## src/fcs_pkg.sv

```systemverilog
//**********************************************************************
// Shared constants of the flash command and status block
//**********************************************************************
package fcs_pkg;

   // Register byte offsets on the Wishbone bus
   localparam logic [7:0] OFS_STAT     = 8'h00;  // Command status flags
   localparam logic [7:0] OFS_CMD      = 8'h04;  // Command code
   localparam logic [7:0] OFS_ADDR     = 8'h08;  // Array address
   localparam logic [7:0] OFS_DATA     = 8'h0C;  // Array data byte
   localparam logic [7:0] OFS_DIV      = 8'h10;  // Clock divider
   localparam logic [7:0] OFS_PROT     = 8'h14;  // Protection base
   localparam logic [7:0] OFS_IRQ_STS  = 8'h18;  // Sticky events
   localparam logic [7:0] OFS_IRQ_MASK = 8'h1C;  // Event mask

   // Status register field positions
   localparam int BIT_CBEF   = 7;  // Command buffer empty
   localparam int BIT_CCF    = 6;  // Command complete
   localparam int BIT_PVIOL  = 5;  // Protection violation
   localparam int BIT_ACCERR = 4;  // Access error
   localparam int BIT_BLANK  = 2;  // Blank check result

   // Divider and protection register fields
   localparam int DIV_W        = 7;   // Divider value width
   localparam int BIT_DIV_INIT = 7;   // Divider written flag
   localparam int BIT_PROT_EN  = 31;  // Protection enable

   // Command codes
   localparam logic [7:0] CMD_BLANK = 8'h01;  // Blank check
   localparam logic [7:0] CMD_PROG  = 8'h02;  // Single program
   localparam logic [7:0] CMD_BURST = 8'h03;  // Burst program
   localparam logic [7:0] CMD_PAGE  = 8'h04;  // Page erase
   localparam logic [7:0] CMD_MASS  = 8'h05;  // Mass erase

   // Interrupt event positions
   localparam int IRQ_DONE   = 0;  // All commands complete
   localparam int IRQ_PVIOL  = 1;  // Protection violation
   localparam int IRQ_ACCERR = 2;  // Access error
   localparam int IRQ_W      = 3;  // Event count

   // Reset values
   localparam logic [DIV_W-1:0] DIV_RST = 7'h00;  // Divider after reset

   // Array engine state
   typedef enum logic [1:0]
   {
      FCS_IDLE = 2'b01,  // No command running
      FCS_RUN  = 2'b10   // Array busy
   } fcs_run_t;

   // Command writing sequence
   typedef enum logic [2:0]
   {
      SEQ_NONE = 3'b001,  // Waiting for data write
      SEQ_DATA = 3'b010,  // Data written
      SEQ_CMD  = 3'b100   // Command written
   } fcs_seq_t;

endpackage : fcs_pkg

```

## src/fcs_flags.sv

```systemverilog
`timescale 1ns/10ps
// Notes on behaviour
// - Writing one to bit 7 launches command
// - Buffered burst handover clears buffer-empty flag
// - Only burst commands queue; one deep
// - Complete flag set when idle, nothing queued
// - Launch clears complete flag; writes ignored
// - Protected erase/program sets violation, command ignored
// - Writing one clears protection violation
// - Broken command sequence sets access error
// - Program/erase before divider set: access error
// - Stop during command sets access error
// - Access error: one clears, zero keeps
// - Blank check passing sets blank flag
// - Valid launch clears blank; writes ignored
// - Blank zero after completion means not erased
module fcs_flags
   import fcs_pkg::*;
#(
   parameter int AW = 16  // Array address width
)
(
   input  wire logic          mclk,        // System clock
   input  wire logic          resetn,      // Async reset, low active
   input  wire logic          wb_cyc_i,    // Bus cycle
   input  wire logic          wb_stb_i,    // Bus strobe
   input  wire logic          wb_we_i,     // Write enable
   input  wire logic [7:0]    wb_adr_i,    // Byte address
   input  wire logic [3:0]    wb_sel_i,    // Byte lanes
   input  wire logic [31:0]   wb_dat_i,    // Write data
   output logic      [31:0]   wb_dat_o,    // Read data
   output logic               wb_ack_o,    // Acknowledge
   output logic               irq_o,       // Level interrupt
   input  wire logic          stop_i,      // Processor enters stop
   input  wire logic          arr_done_i,  // Array finished command
   input  wire logic          arr_blank_i, // Array found fully erased
   output logic               arr_start_o, // Start pulse to array
   output logic               arr_abort_o, // Abort pulse to array
   output logic      [7:0]    arr_cmd_o,   // Command to array
   output logic      [AW-1:0] arr_addr_o,  // Address to array
   output logic      [7:0]    arr_data_o,  // Data to array
   output logic [DIV_W-1:0]   arr_div_o    // Programming clock divider
);

   //*******************************************************************
   // State
   //*******************************************************************
   typedef struct packed {
      logic             ack_ff;    // Bus acknowledge
      logic [31:0]      rdat_ff;   // Bus read data
      logic             cbef;      // Buffer empty flag
      logic             ccf;       // Complete flag
      logic             pviol;     // Protection violation
      logic             accerr;    // Access error
      logic             blank;     // Blank result
      fcs_seq_t         seq;       // Sequence position
      logic [7:0]       cmd;       // Staged command
      logic [AW-1:0]    addr;      // Staged address
      logic [7:0]       data;      // Staged data
      logic [DIV_W-1:0] div;       // Divider value
      logic             div_init;  // Divider written
      logic [AW-1:0]    prot_base; // Lowest protected address
      logic             prot_en;   // Protection on
      fcs_run_t         run;       // Engine state
      logic             run_burst; // Running command is burst
      logic             buf_valid; // Queued command held
      logic [7:0]       buf_cmd;   // Queued command
      logic [AW-1:0]    buf_addr;  // Queued address
      logic [7:0]       buf_data;  // Queued data
      logic             start;     // Start pulse
      logic             abort;     // Abort pulse
      logic [7:0]       a_cmd;     // Command at array
      logic [AW-1:0]    a_addr;    // Address at array
      logic [7:0]       a_data;    // Data at array
      logic [IRQ_W-1:0] irq_sts;   // Sticky events
      logic [IRQ_W-1:0] irq_mask;  // Event mask
      logic             irq;       // Interrupt output
   } fcs_state_t;

   fcs_state_t       st_ff;     // Registered state
   fcs_state_t       nxt_st;    // Next state
   logic             req;       // Bus request present
   logic             wr;        // Write takes effect
   logic             wr_lo;     // Write of low byte
   logic             launch;    // Launch write
   logic             launch_ok; // Launch accepted
   logic             launch_pv; // Launch hit protection
   logic             launch_ae; // Launch refused by error
   logic             is_burst;  // Staged command is burst
   logic             is_pe;     // Staged command programs or erases
   logic             prot_hit;  // Staged command hits protection
   logic             done;      // Array finished this cycle
   logic             xfer;      // Queued command handed over
   logic             stop_err;  // Stop while busy
   logic             valid_cmd; // Written code is known
   logic [IRQ_W-1:0] ev;        // New events

   //*******************************************************************
   // Next state
   //*******************************************************************
   always_comb
   begin
      nxt_st = st_ff;
      ev     = '0;
      req    = wb_cyc_i & wb_stb_i;
      // Writes act on the edge where ack is high
      wr     = req & st_ff.ack_ff & wb_we_i;
      wr_lo  = wr & wb_sel_i[0];
      nxt_st.ack_ff = req & ~st_ff.ack_ff;
      nxt_st.start  = 1'b0;
      nxt_st.abort  = 1'b0;
      is_burst = (st_ff.cmd == CMD_BURST);
      is_pe    = (st_ff.cmd != CMD_BLANK);
      valid_cmd = (wb_dat_i[7:0] == CMD_BLANK) || (wb_dat_i[7:0] == CMD_PROG) ||
                  (wb_dat_i[7:0] == CMD_BURST) || (wb_dat_i[7:0] == CMD_PAGE) || (wb_dat_i[7:0] == CMD_MASS);
      // Mass erase touches every block, so any protection hits it
      prot_hit = (st_ff.cmd == CMD_MASS) ? st_ff.prot_en :
                 (is_pe & st_ff.prot_en & (st_ff.addr >= st_ff.prot_base));
      launch = wr_lo & (wb_adr_i == OFS_STAT) & wb_dat_i[BIT_CBEF];
      // Refused: buffer full, sequence broken, divider unset, queue misuse
      launch_ae = launch & (~st_ff.cbef | (st_ff.seq != SEQ_CMD) |
                  (is_pe & ~st_ff.div_init) |
                  ((st_ff.run == FCS_RUN) & ~(st_ff.run_burst & is_burst)));
      launch_pv = launch & ~launch_ae & prot_hit;
      launch_ok = launch & ~launch_ae & ~prot_hit;
      done      = (st_ff.run == FCS_RUN) & arr_done_i;
      xfer      = st_ff.buf_valid & ((st_ff.run == FCS_IDLE) | done);
      stop_err  = stop_i & (st_ff.run == FCS_RUN);

      // Read data captured in the request cycle
      nxt_st.rdat_ff = '0;
      if (req & ~st_ff.ack_ff & ~wb_we_i)
      begin
         case (wb_adr_i)
            OFS_STAT:
            begin
               // Unused status bits stay zero
               nxt_st.rdat_ff[BIT_CBEF]   = st_ff.cbef;
               nxt_st.rdat_ff[BIT_CCF]    = st_ff.ccf;
               nxt_st.rdat_ff[BIT_PVIOL]  = st_ff.pviol;
               nxt_st.rdat_ff[BIT_ACCERR] = st_ff.accerr;
               nxt_st.rdat_ff[BIT_BLANK]  = st_ff.blank;
            end
            OFS_CMD:      nxt_st.rdat_ff[7:0]      = st_ff.cmd;
            OFS_ADDR:     nxt_st.rdat_ff[AW-1:0]   = st_ff.addr;
            OFS_DATA:     nxt_st.rdat_ff[7:0]      = st_ff.data;
            OFS_DIV:
            begin
               nxt_st.rdat_ff[DIV_W-1:0]    = st_ff.div;
               nxt_st.rdat_ff[BIT_DIV_INIT] = st_ff.div_init;
            end
            OFS_PROT:
            begin
               nxt_st.rdat_ff[AW-1:0]      = st_ff.prot_base;
               nxt_st.rdat_ff[BIT_PROT_EN] = st_ff.prot_en;
            end
            OFS_IRQ_STS:  nxt_st.rdat_ff[IRQ_W-1:0] = st_ff.irq_sts;
            OFS_IRQ_MASK: nxt_st.rdat_ff[IRQ_W-1:0] = st_ff.irq_mask;
            default:      nxt_st.rdat_ff = '0;  // Unmapped reads zero
         endcase
      end

      // Software clears come first so hardware sets win
      if (wr_lo & (wb_adr_i == OFS_STAT))
      begin
         if (wb_dat_i[BIT_PVIOL])
            nxt_st.pviol = 1'b0;
         if (wb_dat_i[BIT_ACCERR])
            nxt_st.accerr = 1'b0;
      end

      // Command writing sequence: address, data, command, launch
      if (wr)
      begin
         case (wb_adr_i)
            OFS_ADDR:
            begin
               if (!st_ff.cbef)
               begin
                  nxt_st.accerr = 1'b1;
                  nxt_st.seq    = SEQ_NONE;
               end
               else
                  nxt_st.addr = wb_dat_i[AW-1:0];
            end
            OFS_DATA:
            begin
               if (!st_ff.cbef || st_ff.seq == SEQ_CMD)
               begin
                  nxt_st.accerr = 1'b1;
                  nxt_st.seq    = SEQ_NONE;
               end
               else if (wb_sel_i[0])
               begin
                  nxt_st.data = wb_dat_i[7:0];
                  nxt_st.seq  = SEQ_DATA;
               end
            end
            OFS_CMD:
            begin
               if (!st_ff.cbef || st_ff.seq != SEQ_DATA || !valid_cmd)
               begin
                  nxt_st.accerr = 1'b1;
                  nxt_st.seq    = SEQ_NONE;
               end
               else if (wb_sel_i[0])
               begin
                  nxt_st.cmd = wb_dat_i[7:0];
                  nxt_st.seq = SEQ_CMD;
               end
            end
            OFS_DIV:
            begin
               if (wb_sel_i[0])
               begin
                  nxt_st.div      = wb_dat_i[DIV_W-1:0];
                  nxt_st.div_init = 1'b1;
               end
            end
            OFS_PROT:
            begin
               nxt_st.prot_base = wb_dat_i[AW-1:0];
               nxt_st.prot_en   = wb_dat_i[BIT_PROT_EN];
            end
            OFS_IRQ_MASK: nxt_st.irq_mask = wb_dat_i[IRQ_W-1:0];
            default:      nxt_st.seq = st_ff.seq;  // Other offsets leave the sequence
         endcase
      end

      // Launch outcome
      if (launch_ae)
      begin
         nxt_st.accerr = 1'b1;
         nxt_st.seq    = SEQ_NONE;
      end
      else if (launch_pv)
      begin
         nxt_st.pviol = 1'b1;
         nxt_st.seq   = SEQ_NONE;
      end
      else if (launch_ok)
      begin
         nxt_st.cbef      = 1'b0;
         nxt_st.blank     = 1'b0;
         nxt_st.buf_valid = 1'b1;
         nxt_st.buf_cmd   = st_ff.cmd;
         nxt_st.buf_addr  = st_ff.addr;
         nxt_st.buf_data  = st_ff.data;
         nxt_st.seq       = SEQ_NONE;
      end

      // Array engine
      if (done)
      begin
         if (st_ff.a_cmd == CMD_BLANK)
            nxt_st.blank = arr_blank_i;
         nxt_st.run = FCS_IDLE;
      end
      if (xfer)
      begin
         nxt_st.start     = 1'b1;
         nxt_st.run       = FCS_RUN;
         nxt_st.run_burst = (st_ff.buf_cmd == CMD_BURST);
         nxt_st.a_cmd     = st_ff.buf_cmd;
         nxt_st.a_addr    = st_ff.buf_addr;
         nxt_st.a_data    = st_ff.buf_data;
         nxt_st.buf_valid = 1'b0;
         nxt_st.cbef      = 1'b0;
      end

      // Stop while busy aborts everything
      if (stop_err)
      begin
         nxt_st.accerr    = 1'b1;
         nxt_st.abort     = 1'b1;
         nxt_st.start     = 1'b0;
         nxt_st.run       = FCS_IDLE;
         nxt_st.buf_valid = 1'b0;
      end

      // Buffer empty returns once the queue can take a burst
      if (!xfer && !launch_ok && !nxt_st.buf_valid &&
          (nxt_st.run == FCS_IDLE || nxt_st.run_burst))
         nxt_st.cbef = 1'b1;

      // Complete flag follows the engine, never software
      nxt_st.ccf = (nxt_st.run == FCS_IDLE) & ~nxt_st.buf_valid & nxt_st.cbef;

      // Sticky events, set wins over write-one clear
      ev[IRQ_DONE]   = nxt_st.ccf & ~st_ff.ccf;
      ev[IRQ_PVIOL]  = nxt_st.pviol & ~st_ff.pviol;
      ev[IRQ_ACCERR] = nxt_st.accerr & ~st_ff.accerr;
      if (wr & (wb_adr_i == OFS_IRQ_STS))
         nxt_st.irq_sts = st_ff.irq_sts & ~wb_dat_i[IRQ_W-1:0];
      nxt_st.irq_sts = nxt_st.irq_sts | ev;
      nxt_st.irq     = |(nxt_st.irq_sts & nxt_st.irq_mask);
   end

   //*******************************************************************
   // State register
   //*******************************************************************
   always_ff @(posedge mclk or negedge resetn)
   begin
      if (!resetn)
      begin
         st_ff           <= '0;
         st_ff.cbef      <= 1'b1;
         st_ff.ccf       <= 1'b1;
         st_ff.seq       <= SEQ_NONE;
         st_ff.run       <= FCS_IDLE;
         st_ff.div       <= DIV_RST;
      end
      else
      begin
         st_ff <= nxt_st;
      end
   end

   // Outputs straight from flip-flops
   assign wb_dat_o    = st_ff.rdat_ff;
   assign wb_ack_o    = st_ff.ack_ff;
   assign irq_o       = st_ff.irq;
   assign arr_start_o = st_ff.start;
   assign arr_abort_o = st_ff.abort;
   assign arr_cmd_o   = st_ff.a_cmd;
   assign arr_addr_o  = st_ff.a_addr;
   assign arr_data_o  = st_ff.a_data;
   assign arr_div_o   = st_ff.div;
endmodule : fcs_flags

```

## config.mk

```make
export PLATFORM = sky130hd
export DESIGN_NAME = fcs_flags
export DESIGN_NICKNAME = d
export VERILOG_FILES = /design/src/fcs_pkg.sv /design/src/fcs_flags.sv
export SDC_FILE = /design/constraint.sdc
export NUM_CORES = 1
export LEC_CHECK = 0
export ABC_CLOCK_PERIOD_IN_PS = 4000
export BUFFER_PORTS_ARGS = -buffer_cell sky130_fd_sc_hd__buf_4
export CORE_MARGIN = 2
export CORE_UTILIZATION = 60
export DETAILED_ROUTE_END_ITERATION = 8
export PLACE_DENSITY = 0.84
export SLEW_MARGIN = 20
export SYNTH_ARGS = -nofsm -noshare
export SYNTH_HDL_FRONTEND = slang
export SYNTH_SLANG_ARGS = --single-unit
```

## constraint.sdc

```tcl
create_clock -name mclk -period 4 [get_ports mclk]
set_clock_uncertainty 0.1 [all_clocks]
set_input_delay 0.4 -clock mclk [delete_from_list [all_inputs] [get_ports mclk]]
set_output_delay 0.4 -clock mclk [all_outputs]
set_load 0.02 [all_outputs]
```

==> results of run 1 <==
-- kinds of logic after synthesis --
| group | synth area share (%) |
|---|---|
| adders and majority gates | 2.65 |
| and+or+nand+nor | 8.61 |
| AOI/OAI and AO/OA | 7.52 |
| other | 0.0496 |
| muxes | 18.2 |
| buffers and inverters | 9.92 |
| DFF | 53.1 |
-- metrics by stage --
step,power [mW],hold slack [ns],std cells
final,3.43,0.00829,832
after global routing,3.54,0.105,832
after CTS,3.46,0.0458,831
after detailed placement,1.78,0.378,801
after global placement,1.77,0.369,801
after floorplan,1.71,0.00441,623
-- cell usage in the layout (no fill, tap or decap), types with 3 or more instances in the layout --
cell type | synthesis | routed
dfstp_2 | 4 | 4
a222oi_1 | 11 | 11
o21ai_0 | 21 | 20
nand4_1 | 5 | 5
dfrtp_1 | 156 | 156
bufinv_16 | 0 | 4
nor2_1 | 22 | 22
inv_1 | 25 | 25
nor3_1 | 9 | 9
a22oi_1 | 9 | 9
clkbuf_16 | 0 | 17
nand3b_1 | 3 | 3
a21oi_1 | 21 | 21
conb_1 | 1 | 15
nand2_1 | 29 | 29
ha_1 | 16 | 16
nor2_2 | 4 | 4
buf_4 | 76 | 100
and3_1 | 4 | 4
nor4_1 | 4 | 4
nor2b_1 | 9 | 9
clkinvlp_4 | 0 | 3
mux4_2 | 3 | 3
nor3b_1 | 3 | 3
mux2_2 | 115 | 115
-- power groups by stage --
stage | clock network (mW) | registers (mW) | logic, mW
after floorplan | 0 | 1.66 | 0.0520
after global placement | 0 | 1.66 | 0.118
after detailed placement | 0 | 1.66 | 0.121
after CTS | 1.71 | 1.63 | 0.122
after global routing | 1.78 | 1.63 | 0.135
final | 1.68 | 1.63 | 0.121
-- area by class of cell --
cell class	instances	share of cell area (%)
multi-input combinational	347	33.4
timing repair buffer	102	9.19
clock inverter	10	1.88
sequential	160	46.7
tap	168	2.45
inverter	25	1.09
clock buffer	20	5.32
-- state kept, by name (all words and copies together) (netlist names) --
| register | cells |
|---|---|
| st_ff | 100 |
| wb_dat_o | 17 |
| arr_addr_o | 16 |
| arr_cmd_o | 8 |
| arr_data_o | 8 |
| arr_div_o | 7 |
| arr_abort_o | 1 |
| arr_start_o | 1 |
| irq_o | 1 |
| wb_ack_o | 1 |
-- Yosys cell counts, types with 2 or more instances --
library cell  instances  share of area, %
buf_2                 3              0.20
ha_1                 16               2.7
a31oi_1               2              0.17
nor2_1               22               1.1
nand2b_1              2              0.17
nor2_2                4              0.33
nor4b_1               2              0.23
a221o_1               2              0.27
nor2b_1               9              0.75
buf_1                 3              0.15
buf_4                76               7.6
dfrtp_1             156                52
nor4_1                4              0.33
nor3_1                9              0.60
nor3b_1               3              0.30
dfstp_2               4               1.4
a22oi_1               9              0.89
mux2_2              115                17
nand2_1              29               1.4
clkbuf_1              6              0.30
a222oi_1             11               1.5
and3_1                4              0.33
nand3b_1              3              0.30
or3_2                 2              0.20
nand4_1               5              0.41
mux4_2                3              0.89
a21oi_1              21               1.4
buf_6                 2              0.30
inv_1                25               1.2
nand3_1               2              0.13
o21ai_0              21               1.4
-- worst max-delay path, cell delays in order, from the launching register on --
cell and delay [ns]:
dfrtp_1 0.42, ha_1 0.32, a21oi_1 0.16, o21ai_0 0.18, a221oi_1 0.30, a31oi_1 0.23
nor4b_4 0.36, buf_4 0.41, o31ai_1 0.19, a221o_1 0.35
-- routing by layer --
layer	vias to the layer above	routed length (um)	global-route usage, %
met3	28	849	6.43
met2	198	8460	44.4
met4	0	382	10.4
li1	2171	-	-
met1	2469	6740	31.9
met5	-	0	0
-- how the worst min path moves through the flow --
stage                 start            end  depth (start not counted)
2_1_floorplan        resetn    arr_abort_o                          0
3_3_place_gp      st_ff[75]      st_ff[75]                          2
3_5_place_dp      st_ff[75]      st_ff[75]                          2
4_1_cts              resetn  arr_data_o[1]                          1
5_1_grt        wb_dat_i[31]      st_ff[77]                          2
6_report             resetn  arr_data_o[1]                          1
==> summary.txt, run 1 <==
Final layout
  – Final core utilization: a little over two thirds
  – Share of layout cells above drive strength 1: 41.0%
  – Storage element area: between 4000 and 5000 sq um
  – Final antenna diode count: 0
  – # fillers: 865
  – Area Overhead vs Synth: 13.7%
  – Layout Nets: 721
  – Final instance area: 8590 sq um
  – Multi-input combinational cell area: 2870 sq um

Route
  – Mean number of vias per cell: approximately 6
  – WL/cell: between 15 and 20 um
  – Routed vias: 4,866
  – DRC errors left: 0
  – Final WL: 16,400 um
  – Antenna viol nets, final: 0
  – Pre-antenna DRT Iters: 7
  – Drt initial violations: 434

Clocking
  – Clock transition at path regs: 0.06 ns
  – Root Buffer: clkbuf_16
  – Post-cts sizing count: 0
  – Max clock buf depth: 2
  – TritonCTS clock tree: done
  – Post-CTS setup buffer count: 0
  – CTS Buf Count: 17
  – Hold_buf cts: 0
  – Clk_lat worst skew: 0.42 ns
  – # clock sinks: 160
  – H-tree levels: 4

Placed design
  – Post-DP HPWL: 11,400 um
  – Placed cell area: between 7000 and 8000 sq um
  – Place WS: 0.708 ns
  – RePlAce Congestion: 0.950
  – Port bufs: 93

Pwr
  – Int Power: 2.73 mW
  – Max VDD drop: 0.307 mV
  – Sw Ratio: 20.5%
  – NetSw: between 0.7 and 0.8 mW
  – Clock network power share: 49.0%
  – Reg power frac: 47.4%
  – Logic pwr share: 3.5%
  – Leak Pwr: 4.27 nW
  – Power per cell area: 400 nW/um^2

Die
  – FP Rows: 40
  – Initial Util: 62.1%
  – Die X: 116 um
  – I/O pin total: 127
  – Die height: around 120 um
  – Core Box Area: 12,200 sq um
  – Die area: 13,500 sq um

Flow run
  – Max Cap Viol: 0

STA
  – Setup TNS: 0 ns
  – Setup violators final: 0
  – Relative slew margins: between 30 and 40%
  – Fin. max-slew vios: 0
  – Final worst path period share: 78.7%
  – Final hold violation count: 0
  – Crit path time final: approximately 3.1 ns
  – Max Clk Rate: between 300 and 400 MHz
  – Final worst slack: 0.852 ns
  – Worst Max-Slew Pin Slew: 0.995 ns
  – Unrepaired setup endpoints after global routing: false

Worst setup path
  – Startpoint types: flip-flop
  – Reg2reg end: irq_o
  – Reg2Reg Depth: 9
  – FF-to-FF setup slack: 0.85 ns
  – Worst Path Required: 4.20 ns
  – Worst r2r src: st_ff[117]
  – Worst Setup SP: st_ff[117]
  – CP endpoint kind: flip-flop
  – CP max FO: 27
  – Crit Path Class: flip-flop to flip-flop
  – Worst Path Arrival: 3.35 ns
  – CP endpoint: irq_o

Synthesis
  – Post-synthesis sequential area ratio: 53.1%
  – Number of synthesized flops with an enable pin: 0
  – Post-synthesis register bit count: 160
  – Most frequently used flop master after synthesis: dfrtp_1
  – Synth warn: 0
  – Syn avg cell area: 12.4 sq um
  – Yosys cell types: 65
  – Async SR Flop Fraction: 100%
  – Synthesized area: around 7600 sq um
  – Synthesized netlist cell count: about 610

Hold path
  – HP Class: input port to async pin

Global routing
  – Largest net degree at the start of global routing: 113
  – Vias in the first global route: between 5,000 and 6,000
  – Initial antenna violation count: 0
  – Grt ovf: 0
  – Tot GR Track Use: 26.0%
  – First-pass GRT wire length: 26,200 um

Status
  – Outcome: completed
Power figures use the tool's default switching activity.
==> run 2, diff against run 1 <==
ABC_AREA = 1   (was not set)
ABC_CLOCK_PERIOD_IN_PS = 3100   (was 4000)
CORE_UTILIZATION = 57   (was 60)
PLACE_DENSITY = 0.81   (was 0.84)
clock period = 3.1 ns   (was 4 ns; I/O delays follow)
==> summary.txt, run 2 <==
Hold path
  – HP Class: input port to flip-flop
  – Worst hold start: wb_dat_i[31]

Final layout
  – Max reg flops: 100 (unchanged)
  – Final core utilization: 65.6% (-5.0 points)
  – Final antenna diode count: 0 (unchanged)
  – Share of layout cells above drive strength 1: 17.6% (-23 points)
  – # fillers: 1,053 (+22%)
  – Finished Layout Cells: 1,109 (+33%)
  – Most common cell after layout, fill and taps aside: nand2_1
  – Layout Nets: 988 (+37%)
  – Top reg by flops: st_ff
  – Final instance area: 8610 sq um (+0.31%)
  – Area Overhead vs Synth: 13.5%
  – Commonest non-fill, non-tap cells in the layout: nand2_1 (240), dfrtp_1 (156), inv_1 (110)

Route
  – Final WL: 17,100 um (+3.9%)
  – Antenna viol nets, final: 0 (unchanged)
  – Drt initial violations: 548 (+26%)
  – Mean number of vias per cell: 5.30 (-9.4%)
  – Metal2 WL: 8100 um (-4.3%)
  – Met1 wire length: 7300 um (+8.3%)
  – Top Metal Used: met4
  – Met3 routed WL: 1190 um (+41%)
  – Routed vias: 5,876 (+21%)
  – Pre-antenna DRT Iters: 5 (-2)
  – WL/cell: 15.4 um (-22%)
  – DRC errors left: 0 (unchanged)

Clocking
  – H-tree levels: 4 (unchanged)
  – Post-cts sizing count: 0 (unchanged)
  – TritonCTS clock tree: done
  – Hold_buf cts: 1 (+1)
  – Max clock buf depth: 2 (unchanged)
  – Root Buffer: clkbuf_16
  – Clk_lat worst skew: 0.43 ns (about the same)
  – CTS Buf Count: 17 (unchanged)
  – Post-CTS setup buffer count: 0 (unchanged)
  – Clock transition at path regs: 0.06 ns (about the same)
  – # clock sinks: 160 (unchanged)

Synthesis
  – Post-synthesis xor/xnor area fraction: 0% (unchanged)
  – Main combinational cell family by area after synthesis: simple AND/OR/NAND/NOR gates
  – Async SR Flop Fraction: 100% (unchanged)
  – Post-Synth Adder-Cell Area: 2.64% (-0.013 points)
  – Synth Area in Simple Gates: 17.8% (+9.2 points)
  – Post-synthesis compound-gate area fraction: 12.1% (+4.5 points)
  – Proportion of netlist area held by the largest area contributor: 51.4% (-0.25 points)
  – Synth warn: 0 (unchanged)
  – Post-synthesis register bit count: 160 (unchanged)
  – Commonest cells post-synth: nand2_1 (240), dfrtp_1 (156), inv_1 (110)
  – Syn avg cell area: 8.64 sq um (-30%)
  – Yosys cell types: 39 (-40%)
  – Number of synthesized flops with an enable pin: 0 (unchanged)
  – Most frequently used flop master after synthesis: dfrtp_1
  – Area contributors post-synth: dfrtp_1 (51%), nand2_1 (12%), buf_4 (7.0%)
  – Count leader, synth: nand2_1
  – Post-synthesis sequential area ratio: 52.8% (-0.25 points)
  – Synthesized area: 7590 sq um (+0.48%)
  – Largest area contributor in the netlist: dfrtp_1
  – Mux cell area share after synthesis: 0.148% (-18 points)
  – Synthesized netlist cell count: 878 (+44%)

STA
  – Setup TNS: 0 ns (unchanged)
  – Unrepaired setup endpoints after global routing: false
  – Relative slew margins: 47.0% (+13 points)
  – Setup violators final: 0 (unchanged)
  – Final worst slack: 0.575 ns (-0.278 ns)
  – Worst Max-Slew Pin Slew: 0.794 ns (-0.201 ns)
  – Fin. max-slew vios: 0 (unchanged)
  – Final worst path period share: 81.5% (+2.8 points)
  – Final hold slack: 0.0212 ns (+0.0129 ns)
  – Max Clk Rate: 396 MHz (+25%)
  – Crit path time final: 2.53 ns (-0.622 ns)
  – Final hold violation count: 0 (unchanged)

Placed design
  – Placed cell area: 7980 sq um (+0.44%)
  – Place WS: 0.666 ns (-0.0426 ns)
  – RePlAce Congestion: 0.934 (-1.7%)
  – Port bufs: 93 (unchanged)
  – Cell Count Post-Placement: 1,076 (+34%)
  – Post-DP HPWL: 11,700 um (+2.7%)

Global routing
  – Initial antenna violation count: 0 (unchanged)
  – First-pass GRT wire length: 28,100 um (+6.9%)
  – Largest net degree at the start of global routing: 78 (-31%)
  – Grt ovf: 0 (unchanged)
  – Vias in the first global route: 5,661 (+12%)
  – Tot GR Track Use: 25.5% (-0.48 points)

Pwr
  – Leak Pwr: 4.35 nW (+1.7%)
  – Total power: 4.51 mW (+31%)
  – Max VDD drop: 0.380 mV (+24%)
  – Power per cell area: 524 nW/um^2 (+31%)

Worst setup path
  – Worst Setup SP: st_ff[83]
  – CP max FO: 6 (-78%)
  – Worst Path Arrival: 2.79 ns (-0.56 ns)
  – Crit Path Class: flip-flop to flip-flop
  – CP endpoint kind: flip-flop
  – Worst r2r src: st_ff[83]
  – Startpoint types: flip-flop
  – Worst Path Required: 3.36 ns (-0.84 ns)

Status
  – Outcome: completed

Die
  – FP Rows: 42 (+5.0%)
  – Core Box Area: 13,100 sq um (+8.0%)
  – Die height: 119 um (+2.7%)
  – I/O pin total: 127 (unchanged)
  – Initial Util: 57.8% (-4.3 points)
  – Die area: 14,300 sq um (+5.6%)
  – Die X: 119 um (+2.7%)

Flow run
  – Max Cap Viol: 0 (unchanged)
## run 2: path summary, 6_finish.rpt
path                            endpoint  slack (ns)  depth (start not counted)
setup / recovery                   irq_o        0.57                         20
hold / removal                 st_ff[77]        0.02                          2
setup reg to reg                   irq_o        0.57                         20
hold reg to reg            arr_data_o[7]        0.37                          2
max in group asynchronous      st_ff[52]        1.60                          3
min in group asynchronous          irq_o        0.37                          2
## run 2: metal layers
layer	up-vias	GRT usage, %
met5	-	0
li1	2786	-
met1	2814	34.4
met4	0	10.5
met2	235	39.8
met3	41	6.37
## run 2: cell type report
| class | instances | area (sq um) | share of cell area (%) |
|---|---|---|---|
| clock buffer | 18 | 439 | 5.10 |
| inverter | 115 | 432 | 5.01 |
| sequential | 160 | 4010 | 46.5 |
| clock inverter | 14 | 188 | 2.18 |
| multi-input combinational | 523 | 2530 | 29.4 |
| timing repair buffer | 103 | 792 | 9.19 |
| tap | 176 | 220 | 2.56 |
## run 2: kinds of logic after synthesis
| group | after synthesis |
|---|---|
| buf+inv | 209 |
| fa+ha+maj | 16 |
| mux | 1 |
| other cells | 1 |
| simple gates | 323 |
| flops | 160 |
| compound gates | 168 |
## run 2: worst max-delay path, cell delays in order, from the launching register on
cell and delay [ns]:
dfrtp_1 0.39, inv_1 0.06, ha_1 0.30, nand2_1 0.07
inv_1 0.06, nand2_1 0.09, nor2_1 0.13, nor2_1 0.06
nand2_1 0.06, nand2_1 0.05, nand2_1 0.07, nand2_1 0.05
nand2_1 0.07, nand2_1 0.06, nand2_2 0.15, nand2_1 0.09
a21oi_1 0.22, nand3_2 0.16, nand2_2 0.10, nand2_1 0.06
nand2_1 0.06
## run 2: where the power goes
group	total (mW)	internal (mW)	switching, mW
Combinational	0.187	0.0576	0.129
Clock	2.21	1.36	0.847
Sequential	2.11	2.10	0.0107
Total	4.51	3.53	0.987
==> run 3, diff against run 2 <==
ABC_CLOCK_PERIOD_IN_PS = 2600   (was 3100)
clock period = 2.6 ns   (was 3.1 ns; I/O delays follow)
==> summary.txt, run 3 (synthesized netlist as in run 2, its figures left out) <==
Die
  – FP Rows: 42 (unchanged)
  – Initial Util: 57.8% (unchanged)
  – Die area: 14,300 sq um (unchanged)
  – I/O pin total: 127 (unchanged)
  – Die X: 119 um (unchanged)
  – Die height: 119 um (unchanged)
  – Core Box Area: 13,100 sq um (unchanged)

Route
  – Final WL: 16,700 um (-2.1%)
  – Drt initial violations: 645 (+18%)
  – Routed vias: 5,844 (-0.54%)
  – Mean number of vias per cell: 5.24 (-1.1%)
  – Antenna viol nets, final: 0 (unchanged)
  – WL/cell: 15.0 um (-2.7%)
  – Pre-antenna DRT Iters: 6 (+1)
  – DRC errors left: 0 (unchanged)

Pwr
  – Max VDD drop: 0.393 mV (+3.3%)
  – Power per cell area: 611 nW/um^2 (+17%)
  – Leak Pwr: 4.37 nW (+0.48%)
  – Total power: 5.30 mW (+17%)

STA
  – Fin. max-slew vios: 0 (unchanged)
  – Crit path time final: 2.34 ns (-0.182 ns)
  – Unrepaired setup endpoints after global routing: false
  – Final hold violation count: 0 (unchanged)
  – Final worst path period share: 90.1% (+8.7 points)
  – Worst Max-Slew Pin Slew: 0.764 ns (-0.0297 ns)
  – Setup violators final: 0 (unchanged)
  – Setup TNS: 0 ns (unchanged)
  – Max Clk Rate: 427 MHz (+7.8%)
  – Relative slew margins: 49.0% (+2.0 points)

Clocking
  – # clock sinks: 160 (unchanged)
  – Root Buffer: clkbuf_16
  – Post-CTS setup buffer count: 0 (unchanged)
  – Max clock buf depth: 2 (unchanged)
  – CTS Buf Count: 17 (unchanged)
  – TritonCTS clock tree: done
  – Clock transition at path regs: 0.06 ns (about the same)
  – H-tree levels: 4 (unchanged)
  – Clk_lat worst skew: 0.43 ns (about the same)

Final layout
  – Layout Nets: 994 (+0.61%)
  – Max reg flops: 100 (unchanged)
  – Area Overhead vs Synth: 14.2%
  – Storage element area: 4010 sq um (unchanged)
  – # fillers: 1,055 (+0.19%)
  – Final instance area: 8660 sq um (+0.58%)
  – Final antenna diode count: 0 (unchanged)
  – Share of layout cells above drive strength 1: 17.5% (-0.11 points)
  – Commonest non-fill, non-tap cells in the layout: nand2_1 (240), dfrtp_1 (156), inv_1 (110)
  – Top reg by flops: st_ff
  – Most common cell after layout, fill and taps aside: nand2_1
  – Multi-input combinational cell area: 2540 sq um (+0.35%)

Hold path
  – HP Class: input port to flip-flop
  – Worst hold start: wb_dat_i[1]
  – Hold depth: 3 (+1)
  – Min-Delay Endpoint: st_ff[2]

Global routing
  – Tot GR Track Use: 25.2% (-0.28 points)
  – Initial antenna violation count: 0 (unchanged)
  – Grt ovf: 0 (unchanged)
  – Vias in the first global route: 5,658 (-0.053%)
  – Largest net degree at the start of global routing: 101 (+29%)
  – First-pass GRT wire length: 28,000 um (-0.37%)

Worst setup path
  – Worst Path Required: 2.88 ns (-0.48 ns)
  – Reg2Reg Depth: 20 (unchanged)
  – FF-to-FF setup slack: 0.26 ns (-0.32 ns)
  – Crit Path Class: flip-flop to flip-flop
  – CP endpoint kind: flip-flop
  – Slowest stage delay, CP: 0.38 ns (about the same)
  – Crit-path cells: inv_1 > ha_1 > nand2_1 > inv_1 > nand2_1 > nor2_1 > nor2_1 > nand2_1 > nand2_1 > nand2_1 > nand2_1 > nand2_1 > nand2_1 > nand2_4 > nand2_1 > a21oi_2 > nand3_2 > nand2_2 > nand2_1 > nand2_1
  – Reg2reg end: irq_o
  – Worst r2r src: st_ff[85]
  – Cell family with most CP delay: simple AND/OR/NAND/NOR gates
  – Max stage delay cell, worst path: dfrtp_1
  – Most used cell, CP: nand2_1
  – Startpoint types: flip-flop
  – Buf+Inv Stages, Crit Path: 2 (unchanged)
  – Worst Path Arrival: 2.62 ns (-0.17 ns)
  – CP max FO: 6 (unchanged)

Status
  – Outcome: completed

Placed design
  – RePlAce Congestion: 0.946 (+1.3%)
  – Port bufs: 93 (unchanged)
  – Placed cell area: 7990 sq um (+0.19%)
  – Post-DP HPWL: 11,700 um (about the same)

Flow run
  – Max Cap Viol: 0 (unchanged)
-- run 3: cell count changes in the layout (fill, tap and decap cells not counted), sizes merged --
cell / change
clkbuf: +5
clkinvlp: -1
buf: +2
bufinv: -1
clkinv: -3
dlygate4sd3: +4
-- run 3: worst max path at each step --
stage	startpoint	endpoint	slack (ns)	cells past startpoint
3_3_place_gp	st_ff[85]	irq_o	0.30	20
6_report	st_ff[85]	irq_o	0.26	20
4_1_cts	st_ff[85]	irq_o	0.22	20
2_1_floorplan	st_ff[85]	irq_o	0.65	20
5_1_grt	st_ff[84]	irq_o	0.007	20
3_5_place_dp	st_ff[85]	irq_o	0.24	20
-- run 3: routing by layer --
layer | GRT usage [%] | vias up | part of all wire, %
met5 | 0 | - | 0
met2 | 39.0 | 257 | 47
li1 | - | 2808 | -
met3 | 6.23 | 41 | 7.9
met1 | 34.8 | 2738 | 43
met4 | 9.26 | 0 | 2.5
-- run 3: area by class of cell --
cell class / instances / share of cell area (%)
multi-input combinational: 523 / 29.4
clock inverter: 9 / 1.52
tap: 176 / 2.54
inverter: 115 / 4.98
sequential: 160 / 46.3
timing repair buffer: 109 / 9.82
clock buffer: 23 / 5.52
-- run 3: worst register-to-register path: stages, from the launching register on --
cell	delay [ns]
dfrtp_1	0.38
inv_1	0.06
ha_1	0.29
nand2_1	0.05
inv_1	0.07
nand2_1	0.10
nor2_1	0.12
nor2_1	0.05
nand2_1	0.06
nand2_1	0.05
nand2_1	0.07
nand2_1	0.05
nand2_1	0.07
nand2_1	0.09
nand2_4	0.11
nand2_1	0.09
a21oi_2	0.17
nand3_2	0.13
nand2_2	0.10
nand2_1	0.05
nand2_1	0.05
-- run 3: through the flow --
step	hold WS, ns	setup slack, ns	std cells	util, %
6_report	0.00959	0.257	1115	66.0
5_1_grt	0.0129	0.00748	1115	66.0
4_1_cts	0.00422	0.224	1115	65.9
3_5_place_dp	0.0914	0.241	1078	60.8
3_3_place_gp	0.0870	0.305	1078	60.8
2_1_floorplan	-0.136	0.654	892	-
-- run 3: where the power goes --
| part | leakage, nW | switching [mW] | internal [mW] |
|---|---|---|---|
| combinational | 2.04 | 0.153 | 0.0742 |
| sequential | 2.03 | 0.0113 | 2.51 |
| clock | 0.290 | 0.966 | 1.58 |
| total | 4.37 | 1.13 | 4.17 |
-- run 3: what timing repair did --
action	4_1_cts	5_1_grt
endpoints found under the setup margin	0	4
resized for setup	0	3
hold endpoints to repair	50	0
hold buffers	5	0
